`src/include/dac_ctl_cfg.svh`:
```
// Purpose: Offsets, field positions and reset values of the DAC control logic
// Assumes: 24-bit frames, 3-bit register address, 18-bit codes
// Notes:   Definitions only
`ifndef DAC_CTL_CFG_SVH
`define DAC_CTL_CFG_SVH
`define FRAME_BITS      5'd24
`define FRAME_RW_BIT    23
`define FRAME_ADDR_MSB  22
`define FRAME_ADDR_LSB  20
`define FRAME_DATA_MSB  19
`define FRAME_DATA_LSB  0
`define CODE_MSB        19
`define CODE_LSB        2
`define ADDR_DAC        3'h1
`define ADDR_CTRL       3'h2
`define ADDR_CLEAR      3'h3
`define ADDR_SOFT       3'h4
`define SOFT_UPDATE_BIT 0
`define SOFT_CLEAR_BIT  1
`define SOFT_RESET_BIT  2
`define CTRL_FB_BIT     1
`define CTRL_CLAMP_BIT  2
`define CTRL_FLOAT_BIT  3
`define CTRL_FMT_BIT    4
`define CTRL_SDOOFF_BIT 5
`define CTRL_RESET      6'h0c
`define DAC_RESET       18'h20000
`define CLEAR_RESET     18'h00000
`define SIGN_FLIP       18'h20000
`endif

```
`src/include/dac_ctl_pkg.sv`:
```
// Purpose: Types shared by the DAC control logic
// Assumes: dac_ctl_cfg.svh holds the register addresses other than addr_nop
// Notes:   State is one packed struct
`include "dac_ctl_cfg.svh"
package dac_ctl_pkg;
  typedef enum logic [2:0] {
    addr_nop   = 3'h0,
    addr_dac   = `ADDR_DAC,
    addr_ctrl  = `ADDR_CTRL,
    addr_clear = `ADDR_CLEAR,
    addr_soft  = `ADDR_SOFT
  } reg_addr_t;

  typedef struct packed {
    logic [4:0]  s1;        // sclk, sync_n, sdin, update_n, clear_n
    logic [4:0]  s2;
    logic        sclk_d;
    logic        sync_d;
    logic [23:0] shift_in;
    logic [4:0]  count;
    logic [23:0] shift_out;
    logic [17:0] pending;
    logic [17:0] dac;
    logic [17:0] clear_code;
    logic [5:0]  ctrl;
    logic [17:0] analog_code;
  } state_t;
endpackage : dac_ctl_pkg

```
`src/rtl/dac_ctl.sv`:
```
// Purpose: Register and output-state control of an 18-bit voltage DAC
// Assumes: Serial pins and control pins are asynchronous; sampled by clock
// Notes:   Frame taken at sync_n rise after exactly 24 falling sclk edges
// How it works
// RULE_01 - Soft control register is write only; bits act like pulsing the pins low.
// RULE_02 - Bit 0 written 1 moves pending value into the DAC register.
// RULE_03 - Bit 1 written 1 loads the 18-bit clear code into the DAC register.
// RULE_04 - Cleared output is read through the current coding selection.
// RULE_05 - Bit 2 written 1 returns everything to power-on defaults.
// RULE_06 - Soft clear is ignored while the update pin is held low.
// RULE_07 - Soft update is ignored while the clear pin is held low.
// RULE_08 - At reset: defaults, output floated and clamped to ground.
// RULE_09 - Float and clamp persist until the control register changes them.
// RULE_10 - Host clears float and clamp bits before programming output values.
// RULE_11 - After release the output sits at the low reference unless loaded.
// RULE_12 - Clamp wins; float alone floats; neither gives normal output.
// RULE_13 - Feedback resistor select 1 connects internal matched resistors.
// RULE_14 - Host clears feedback resistor select for gain of two.
// RULE_15 - Coding select defaults to 0, twos complement; 1 is offset binary.
// RULE_16 - Top frame bit 0 writes, 1 requests a read.
// RULE_17 - Frame is direction, 3-bit address, 20 data bits; reserved ignored.
// RULE_18 - Soft action bits are one-cycle strobes, never stored.
`timescale 1ns/10ps
`include "dac_ctl_cfg.svh"
module dac_ctl (
  input  wire logic        clock,
  input  wire logic        rst,
  input  wire logic        sclk,
  input  wire logic        sync_n,
  input  wire logic        sdin,
  output logic             sdo,
  output logic             sdo_oe,
  input  wire logic        output_update_strobe_n,
  input  wire logic        clear_code_load_n,
  output logic [17:0]      analog_code,
  output logic             code_format_select,
  output logic             feedback_resistor_select,
  output logic             output_float_select,
  output logic             output_ground_clamp,
  output logic             output_normal,
  output logic             output_floating,
  output logic             output_clamped
);
  dac_ctl_pkg::state_t q_ff;
  dac_ctl_pkg::state_t nxt_q;

  logic                   sclk_s;
  logic                   sync_s;
  logic                   sdin_s;
  logic                   upd_pin_low;
  logic                   clr_pin_low;
  logic                   sclk_fall;
  logic                   frame_end;
  logic                   frame_rw;
  dac_ctl_pkg::reg_addr_t frame_addr;
  logic [19:0]            frame_data;
  logic                   soft_update;
  logic                   soft_clear;
  logic                   soft_reset;

  assign sclk_s      = q_ff.s2[4];
  assign sync_s      = q_ff.s2[3];
  assign sdin_s      = q_ff.s2[2];
  assign upd_pin_low = ~q_ff.s2[1];
  assign clr_pin_low = ~q_ff.s2[0];
  assign sclk_fall   = q_ff.sclk_d & ~sclk_s & ~sync_s;
  assign frame_end   = sync_s & ~q_ff.sync_d & (q_ff.count == `FRAME_BITS);
  assign frame_rw    = q_ff.shift_in[`FRAME_RW_BIT];                              // [RULE_16]
  assign frame_addr  = dac_ctl_pkg::reg_addr_t'(q_ff.shift_in[`FRAME_ADDR_MSB:`FRAME_ADDR_LSB]);
  assign frame_data  = q_ff.shift_in[`FRAME_DATA_MSB:`FRAME_DATA_LSB];            // [RULE_17]

  // Strobes live for this cycle only, nothing stores them
  assign soft_update = frame_end & ~frame_rw & (frame_addr == dac_ctl_pkg::addr_soft)
                     & frame_data[`SOFT_UPDATE_BIT] & ~clr_pin_low;                // [RULE_07] [RULE_18]
  assign soft_clear  = frame_end & ~frame_rw & (frame_addr == dac_ctl_pkg::addr_soft)
                     & frame_data[`SOFT_CLEAR_BIT] & ~upd_pin_low;                 // [RULE_06] [RULE_18]
  assign soft_reset  = frame_end & ~frame_rw & (frame_addr == dac_ctl_pkg::addr_soft)
                     & frame_data[`SOFT_RESET_BIT];                                // [RULE_05]

  ////////////////////////////////////////////////////////////////////////////////
  always_comb begin
    nxt_q        = q_ff;
    nxt_q.s1     = {sclk, sync_n, sdin, output_update_strobe_n, clear_code_load_n};
    nxt_q.s2     = q_ff.s1;
    nxt_q.sclk_d = sclk_s;
    nxt_q.sync_d = sync_s;
    // Frame start resets the bit count
    if (~sync_s && q_ff.sync_d) begin
      nxt_q.count = 5'h00;
    end else if (sclk_fall) begin
      nxt_q.shift_in  = {q_ff.shift_in[22:0], sdin_s};
      nxt_q.shift_out = {q_ff.shift_out[22:0], 1'b0};
      // Saturate so an overlong frame is dropped, not wrapped
      if (q_ff.count != 5'h1f) begin
        nxt_q.count = q_ff.count + 5'h01;
      end
    end
    if (frame_end) begin
      if (frame_rw) begin
        nxt_q.shift_out = q_ff.shift_in;
        case (frame_addr)
          dac_ctl_pkg::addr_dac:   nxt_q.shift_out[`CODE_MSB:`CODE_LSB] = q_ff.dac;
          dac_ctl_pkg::addr_ctrl:  nxt_q.shift_out[19:0] = {14'h0000, q_ff.ctrl};
          dac_ctl_pkg::addr_clear: nxt_q.shift_out[`CODE_MSB:`CODE_LSB] = q_ff.clear_code;
          default:                 nxt_q.shift_out[19:0] = 20'h00000;             // [RULE_01]
        endcase
      end else begin
        case (frame_addr)
          dac_ctl_pkg::addr_dac:   nxt_q.pending = frame_data[`CODE_MSB:`CODE_LSB];
          dac_ctl_pkg::addr_ctrl:  nxt_q.ctrl = frame_data[5:0];                   // [RULE_09]
          dac_ctl_pkg::addr_clear: nxt_q.clear_code = frame_data[`CODE_MSB:`CODE_LSB]; // [RULE_03]
          default:                 nxt_q.ctrl = q_ff.ctrl;
        endcase
      end
    end
    // Pin held low acts on every cycle; clear pin outranks update pin
    if (clr_pin_low || soft_clear) begin
      nxt_q.dac = q_ff.clear_code;                                                 // [RULE_03]
    end else if (upd_pin_low || soft_update) begin
      nxt_q.dac = q_ff.pending;                                                    // [RULE_02] [RULE_01]
    end
    if (soft_reset) begin
      nxt_q.pending    = `DAC_RESET;                                               // [RULE_05]
      nxt_q.dac        = `DAC_RESET;
      nxt_q.clear_code = `CLEAR_RESET;
      nxt_q.ctrl       = `CTRL_RESET;
      nxt_q.shift_out  = 24'h000000;
    end
    // Analog core wants offset binary; twos complement flips the sign bit
    nxt_q.analog_code = nxt_q.ctrl[`CTRL_FMT_BIT] ? nxt_q.dac
                                                  : (nxt_q.dac ^ `SIGN_FLIP);     // [RULE_04] [RULE_11]
  end

  always_ff @(posedge clock) begin
    if (rst) begin
      q_ff             <= '0;                                                      // [RULE_08]
      q_ff.s1          <= 5'h1f;
      q_ff.s2          <= 5'h1f;
      q_ff.sync_d      <= 1'b1;
      q_ff.pending     <= `DAC_RESET;
      q_ff.dac         <= `DAC_RESET;                                              // [RULE_11]
      q_ff.clear_code  <= `CLEAR_RESET;
      q_ff.ctrl        <= `CTRL_RESET;                                             // [RULE_15]
      q_ff.analog_code <= 18'h00000;
    end else begin
      q_ff <= nxt_q;
    end
  end

  ////////////////////////////////////////////////////////////////////////////////
  assign sdo                      = q_ff.shift_out[23];
  assign sdo_oe                   = ~sync_s & ~q_ff.ctrl[`CTRL_SDOOFF_BIT];
  assign analog_code              = q_ff.analog_code;
  assign code_format_select       = q_ff.ctrl[`CTRL_FMT_BIT];                      // [RULE_15]
  assign feedback_resistor_select = q_ff.ctrl[`CTRL_FB_BIT];                       // [RULE_13]
  assign output_float_select      = q_ff.ctrl[`CTRL_FLOAT_BIT];
  assign output_ground_clamp      = q_ff.ctrl[`CTRL_CLAMP_BIT];
  assign output_clamped           = output_ground_clamp;                           // [RULE_12]
  assign output_floating          = output_float_select & ~output_ground_clamp;    // [RULE_12]
  assign output_normal            = ~output_float_select & ~output_ground_clamp;   // [RULE_12]
endmodule : dac_ctl

```
`config.mk`:
```
export PLATFORM = sky130hd
export DESIGN_NAME = dac_ctl
export DESIGN_NICKNAME = d
export VERILOG_FILES = /design/src/include/dac_ctl_pkg.sv /design/src/rtl/dac_ctl.sv
export VERILOG_INCLUDE_DIRS = /design/src /design/src/include
export SDC_FILE = /design/constraint.sdc
export NUM_CORES = 1
export LEC_CHECK = 0
export ABC_AREA = 1
export BUFFER_PORTS_ARGS = -buffer_cell sky130_fd_sc_hd__buf_4
export CAP_MARGIN = 20
export CORE_MARGIN = 8
export CORE_UTILIZATION = 40
export CTS_CLUSTER_SIZE = 25
export DETAILED_ROUTE_END_ITERATION = 10
export PLACE_DENSITY = 0.57
export SLEW_MARGIN = 10
export SYNTH_ARGS = -nofsm -noshare
export SYNTH_HDL_FRONTEND = slang
export SYNTH_SLANG_ARGS = --single-unit
```
`constraint.sdc`:
```
create_clock -name clock -period 1.8 [get_ports clock]
set_input_delay 0.18 -clock clock [delete_from_list [all_inputs] [get_ports clock]]
set_output_delay 0.18 -clock clock [all_outputs]
set_load 0.005 [all_outputs]
```
==> flow_metrics.tcl, run 1 <==
set metrics [dict create \
    status "finished clean" \
    cap_violations 0 \
    worst-path-max-fanout 8 \
    switching_share_pct 20.72 \
    overflow 0 \
    period_minus_slack_ps 1725 \
    wl_met2_microns 6015 \
    design.die.area_sq_um 17410 \
    clockPowerShare_pct 50.5 \
    area_delta_synth_final_pct 23.87 \
    routed_wirelength_microns 13150 \
    cts_inserted_buffers 17 \
    number_of_synthesized_flops_with_an_enable_pin 0 \
    timing_worst_slew_pin_value_ps 305.1 \
    worst_setup_hold_path_clk_slew_ps 50 \
    die_h_microns 132.0 \
    timing.fmax_mhz 579.8 \
    synth_cell_type_count 33 \
    final_max_slew_viol_count 0 \
    post_synth.cell_area_avg_sq_um 7.523 \
    power.static_leakage_nw 2.748 \
    place.gp.congestion 0.8330 \
    arrival_ps 2030 \
    wirelength_met1_microns 6282 \
    synth.top_cells.by_count "nand2_1, dfxtp_1, nor2_1" \
    dr.first_iter.drc_count 268 \
    asr_flop_ratio_synth_pct 0 \
    cts.path.max_buffers 2 \
    via_count_of_the_first_global_routing_pass 4385 \
    post_synth_fa_ha_maj_area_fraction_pct 0.6978 \
    ctsRootBufferMaster "clkbuf_16" \
    synth_warnings 0 \
    internal_power_mw 5.021 \
    worst_slew_margin_rel_pct 79.61 \
    ys_top_cells_by_area "dfxtp_1, nand2_1, a21oi_1" \
    largest_clock_skew_in_the_final_design_ps 5.843 \
    total_power_mw 6.333 \
    clk-insertion-delay-late_ps 410 \
    yosys.cell_count.top_type "nand2_1" \
    initial_utilization_pct 40.78 \
    global_route_wire_length_before_repair_microns 21500 \
    vias 4672 \
    detail_route.wl_per_cell_microns 13.90 \
    setup_viol_count_final 0 \
    compound_gate_fraction_of_synth_area_pct 18.56 \
    r2r_cells 13 \
    grt_antenna_before_repair 0 \
    cts_tree "done" \
    synth_top_family_by_area "simple AND/OR/NAND/NOR gates" \
    synth.net_count 725 \
    synth-simple-area-share_pct 24.77 \
    drt_drc_violations_left 0 \
    synthDominantCellAreaShare_pct 46.89 \
    ios 34 \
    yosys.area_share.xor_xnor_pct 0 \
    design.final.nets 767 \
    pwr-share-comb_pct 4.2 \
    cellPowerDensity_nw_per_um2 950.5 \
    drtPass1Iterations 5 \
    gr-usage-all-layers_pct 15.02 \
    final_hold_violating_endpoints 0 \
    post_synth_top_area_cell "dfxtp_1" \
    antenna_cells_inserted 0 \
    dp_hpwl_microns 9126 \
    rsz0062_at_grt "true" \
    critPathRequiredTime_ps 2100 \
    cts.sink_count 126 \
    core_region_area_sq_um 13190 \
    seq_power_share_pct 45.3 \
    placement.io_buffers 33 \
    timing_worst_setup_path_type "reg2reg" \
    fp.dieW_microns 132.0 \
    irDropWorstVdd_v 0.0005364 \
    detailroute.wirelength.met3_microns 592 \
    min_path_cells 2 \
    syn_area_sq_um 5379 \
    fin_tns_setup_ps 0 \
    design_area_sq_um 6663 \
    detail-route-antenna-nets 0 \
    drive_above_1_share_pct 20.78 \
    maxUsedRoutingLayer "met4" \
    synth_top_flop_cell "dfxtp_1" \
    grt_max_degree 46 \
    setup.worst_path.end_class "flip-flop" \
    synth_seq_area_share_pct 46.89 \
    post-route-period-util_pct 95.82 \
    timing.hold.worst.class "in2reg" \
    placement_rows 42 \
    ys_seq_elements 126 \
    cts_htree_levels 4 \
    crit_path_start_kind "flip-flop" \
    synthMuxAreaShare_pct 0 \
    detail_route.vias_per_cell 4.939 \
    placed_cell_area_sq_um 5803 \
    p_sw_mw 1.312 \
    post_synth_inst_count 715 \
]
worst paths after layout:
check / from / endpoint / slack, ps
max: q_ff[103] / q_ff[44] / 80
min: rst / q_ff[132] / 20
max reg2reg: q_ff[103] / q_ff[44] / 80
min reg2reg: nxt_q[135] / q_ff[135] / 400
power groups by stage:
stage / combinational (mW) / clock (mW) / sequential [mW]
4_1_cts: 0.236 / 3.27 / 2.86
5_1_grt: 0.293 / 3.39 / 2.87
6_report: 0.268 / 3.20 / 2.87
3_3_place_gp: 0.212 / 0 / 2.92
2_1_floorplan: 0.165 / 0 / 2.91
3_5_place_dp: 0.215 / 0 / 2.92
layer usage:
layer	up-vias	GRT usage, %
met2	112	22.65
met3	23	3.392
li1	2402	-
met5	-	0
met4	0	7.020
met1	2135	19.90
final cells by class:
type	count	area (sq um)
clock buffer	24	461.7
clock inverter	8	90.09
fill	1290	6528
inverter	37	148.9
multi-input combinational	496	2476
sequential	126	2525
tap	176	220.2
timing repair buffer	79	740.7
per-stage QoR:
step / utilization, % / instances / hold WS (ps) / setup WS, ps
after floorplan: - / 715 / 283.8 / 154.3
after global placement: 44.00 / 898 / 364.8 / 31.07
after detailed placement: 44.00 / 898 / 367.9 / -24.83
after CTS: 48.91 / 938 / 6.880 / 7.735
after global routing: 50.51 / 946 / 27.47 / -51.12
final: 50.51 / 946 / 16.57 / 75.24
kinds of logic after synthesis:
group / after synthesis
AND/OR/NAND/NOR: 318
AO/OA/AOI/OAI: 175
flip-flops: 126
buffers and inverters: 93
adder cells (fa/ha/maj): 3
placed cells by master, fill, tap and decap left out, drive strengths merged, types with 3 or more instances in the layout:
cell         instances
inv                 36
clkbuf              25
o21bai              16
nor2                91
or2                 12
buf                 73
a21oi               69
o211ai               4
dfxtp              126
nand4                4
nand3               13
nand2              196
dlygate4sd3          5
a22o                12
a22oi                4
ha                   3
o21ai               62
clkinv               7
a211oi               4
flip-flops by register name, summed over array words and instances, names as in the netlist:
| register | count |
|---|---|
| output_float_select | 1 |
| feedback_resistor_select | 1 |
| frame_addr | 3 |
| frame_data | 20 |
| output_clamped | 1 |
| frame_rw | 1 |
| sdo | 1 |
| code_format_select | 1 |
| q_ff | 89 |
| nxt_q | 7 |
| analog_code | 1 |
critical path, cell delays in order (launching register included):
cell and delay [ps]:
dfxtp_2 330, inv_2 70, ha_4 120, nand2_1 40, inv_1 60, nand2_2 60, nor2_4 120, buf_6 140
nand4_1 130, nand2_4 180, inv_4 70, clkbuf_16 160, o21ai_0 70, nor2_1 60
what timing repair did:
action                                  CTS  global route
pin swaps                                 2             7
cloned                                    0             1
hold endpoints to repair                  5             0
resized for setup                         4            46
endpoints found under the setup margin   23            78
buffers inserted                          3             7
hold buffers                              5             0
(Power assumes the default switching activity.)
==> run 2, diff against run 1 <==
Settings changed: CORE_UTILIZATION 40 to 54, CTS_CLUSTER_DIAMETER set to 150, MAX_ROUTING_LAYER set to met4, PLACE_DENSITY 0.57 to 0.73.
==> flow_metrics.tcl, run 2 (synthesis gave the netlist of run 1 again) <==
set metrics [dict create \
    status "finished clean" \
    final_core_util_pct 69.59 \
    via_count_of_the_first_global_routing_pass 4389 \
    n_fill_cell 789 \
    cts_inserted_buffers 17 \
    crit-reg2reg-capture "q_ff[51]" \
    setup.worst_path.end_class "flip-flop" \
    detail_route.wl_per_cell_microns 14.89 \
    design.die.area_sq_um 13410 \
    internal_power_mw 5.157 \
    irDropWorstVdd_v 0.0005676 \
    arrival_ps 2150 \
    min_path_cells 1 \
    pwr-share-comb_pct 4.6 \
    p_sw_mw 1.376 \
    timing.fmax_mhz 573.8 \
    cts.path.max_buffers 2 \
    power.static_leakage_nw 2.763 \
    detail-route-antenna-nets 0 \
    timing.hold.worst.class "reg2reg" \
    largest_reg_flops 89 \
    fp.dieW_microns 115.8 \
    setup_viol_count_final 0 \
    place.gp.congestion 0.8600 \
    rsz0062_at_grt "true" \
    clk-insertion-delay-late_ps 520 \
    layout_commonest_cell "nand2_1" \
    finalHoldWorstSlack_ps 406.2 \
    period_minus_slack_ps 1743 \
    clockPowerShare_pct 51.6 \
    drtPass1Iterations 6 \
    min-delay-start "nxt_q[135]" \
    global_route_wire_length_before_repair_microns 21600 \
    worst_slew_margin_rel_pct 75.75 \
    cts_tree "done" \
    cts_htree_levels 4 \
    placed_cell_area_sq_um 5699 \
    placedCellCount 850 \
    placement.io_buffers 33 \
    timing_worst_slew_pin_value_ps 363.8 \
    worst-path-max-fanout 5 \
    worst_setup_hold_path_clk_slew_ps 60 \
    initial_utilization_pct 55.29 \
    die_h_microns 115.8 \
    core_region_area_sq_um 9729 \
    setup_ws_ps 57.20 \
    critPathRequiredTime_ps 2210 \
    min_to "q_ff[135]" \
    dp_hpwl_microns 8757 \
    r2r_slack_ps 60 \
    seq_power_share_pct 43.8 \
    worstReg2RegStart "q_ff[103]" \
    finish.cell_count_without_fillers 906 \
    grt_antenna_before_repair 0 \
    crit_path_start_kind "flip-flop" \
    area_delta_synth_final_pct 25.87 \
    dr.first_iter.drc_count 499 \
    grt_max_degree 46 \
    ios 34 \
    drive_above_1_share_pct 23.93 \
    commonest_non_fill_non_tap_cells_in_the_layout "nand2_1, dfxtp_1, nor2_1" \
    r2r_cells 14 \
    design.final.nets 770 \
    final_hold_violating_endpoints 0 \
    cts.sink_count 126 \
    pre_cts_ws_ps 6.872 \
    overflow 0 \
    final_max_slew_viol_count 0 \
    design_area_sq_um 6770 \
    placement_rows 36 \
    antenna_cells_inserted 0 \
    detail_route.vias_per_cell 5.380 \
    cellPowerDensity_nw_per_um2 965.1 \
    routed_wirelength_microns 13490 \
    gr-usage-all-layers_pct 20.66 \
    drt_drc_violations_left 0 \
    largest_clock_skew_in_the_final_design_ps 8.102 \
    timing_worst_setup_path_type "reg2reg" \
    cap_violations 0 \
    ctsRootBufferMaster "clkbuf_8" \
    vias 4874 \
    switching_share_pct 21.07 \
    post-route-period-util_pct 96.82 \
    top_register "q_ff" \
]
-- run 2: changes by cell type in the layout (fill, tap and decap cells not counted), moves of 5 or more --
| cell | delta |
|---|---|
| o21ai_2 | -7 |
| nand2_2 | +19 |
| nor2_4 | +6 |
| nor2_2 | +8 |
| buf_4 | -5 |
| dlygate4sd3_1 | +6 |
| nand2_1 | -20 |
| o21ai_0 | +8 |
| nor2_1 | -14 |
-- run 2: worst max path at each step --
stage / end / start / slack (ps)
after global placement: q_ff[51] / q_ff[103] / 50
after detailed placement: q_ff[51] / q_ff[103] / 7
after CTS: q_ff[51] / q_ff[103] / -0.5
final: q_ff[51] / q_ff[103] / 60
after floorplan: q_ff[31] / q_ff[102] / 150
after global routing: q_ff[51] / q_ff[103] / -50
-- run 2: area by class of cell --
type / count / area, sq um / share of cell area, %
sequential: 126 / 2525 / 37.29
clock buffer: 22 / 452.9 / 6.690
clock inverter: 10 / 137.6 / 2.033
timing repair buffer: 80 / 763.2 / 11.27
inverter: 37 / 141.4 / 2.088
tap: 133 / 166.4 / 2.458
multi-input combinational: 498 / 2584 / 38.16
-- run 2: what timing repair did --
item	CTS	global route
cloned	0	3
hold buffers	11	0
setup endpoints to repair	3	55
gates resized for setup	1	69
setup buffers	1	10
endpoints found under the hold margin	11	0
pin swaps	1	26
-- run 2: critical path, cell delays in order, from the launching register on --
cell     delay [ps]
dfxtp_2         320
inv_2            70
ha_4            130
nand2_2          50
inv_2            50
nand2_2          60
nor2_4          150
buf_6           140
nand4_4          80
nand2_2         150
inv_2           130
nand2_8         100
nand2_1          60
nor2_1          100
nor2_1           50
-- run 2: stage by stage --
stage / total power [mW] / setup TNS, ps
after global routing: 6.755 / -102.4
after detailed placement: 3.135 / 0
final: 6.534 / 0
after global placement: 3.129 / 0
after floorplan: 3.076 / 0
after CTS: 6.509 / -0.4765
-- run 2: metal layers --
metal	track usage, %	wire length (microns)
met5	-	0
met4	6.309	125
met3	4.742	909
met2	30.33	6338
met1	27.58	6116
-- run 2: power by group through the flow --
stage	combinational [mW]	sequential (mW)	clock, mW
after floorplan	0.165	2.91	0
after global placement	0.209	2.92	0
after detailed placement	0.214	2.92	0
after CTS	0.242	2.86	3.41
after global routing	0.320	2.87	3.57
final	0.298	2.86	3.37
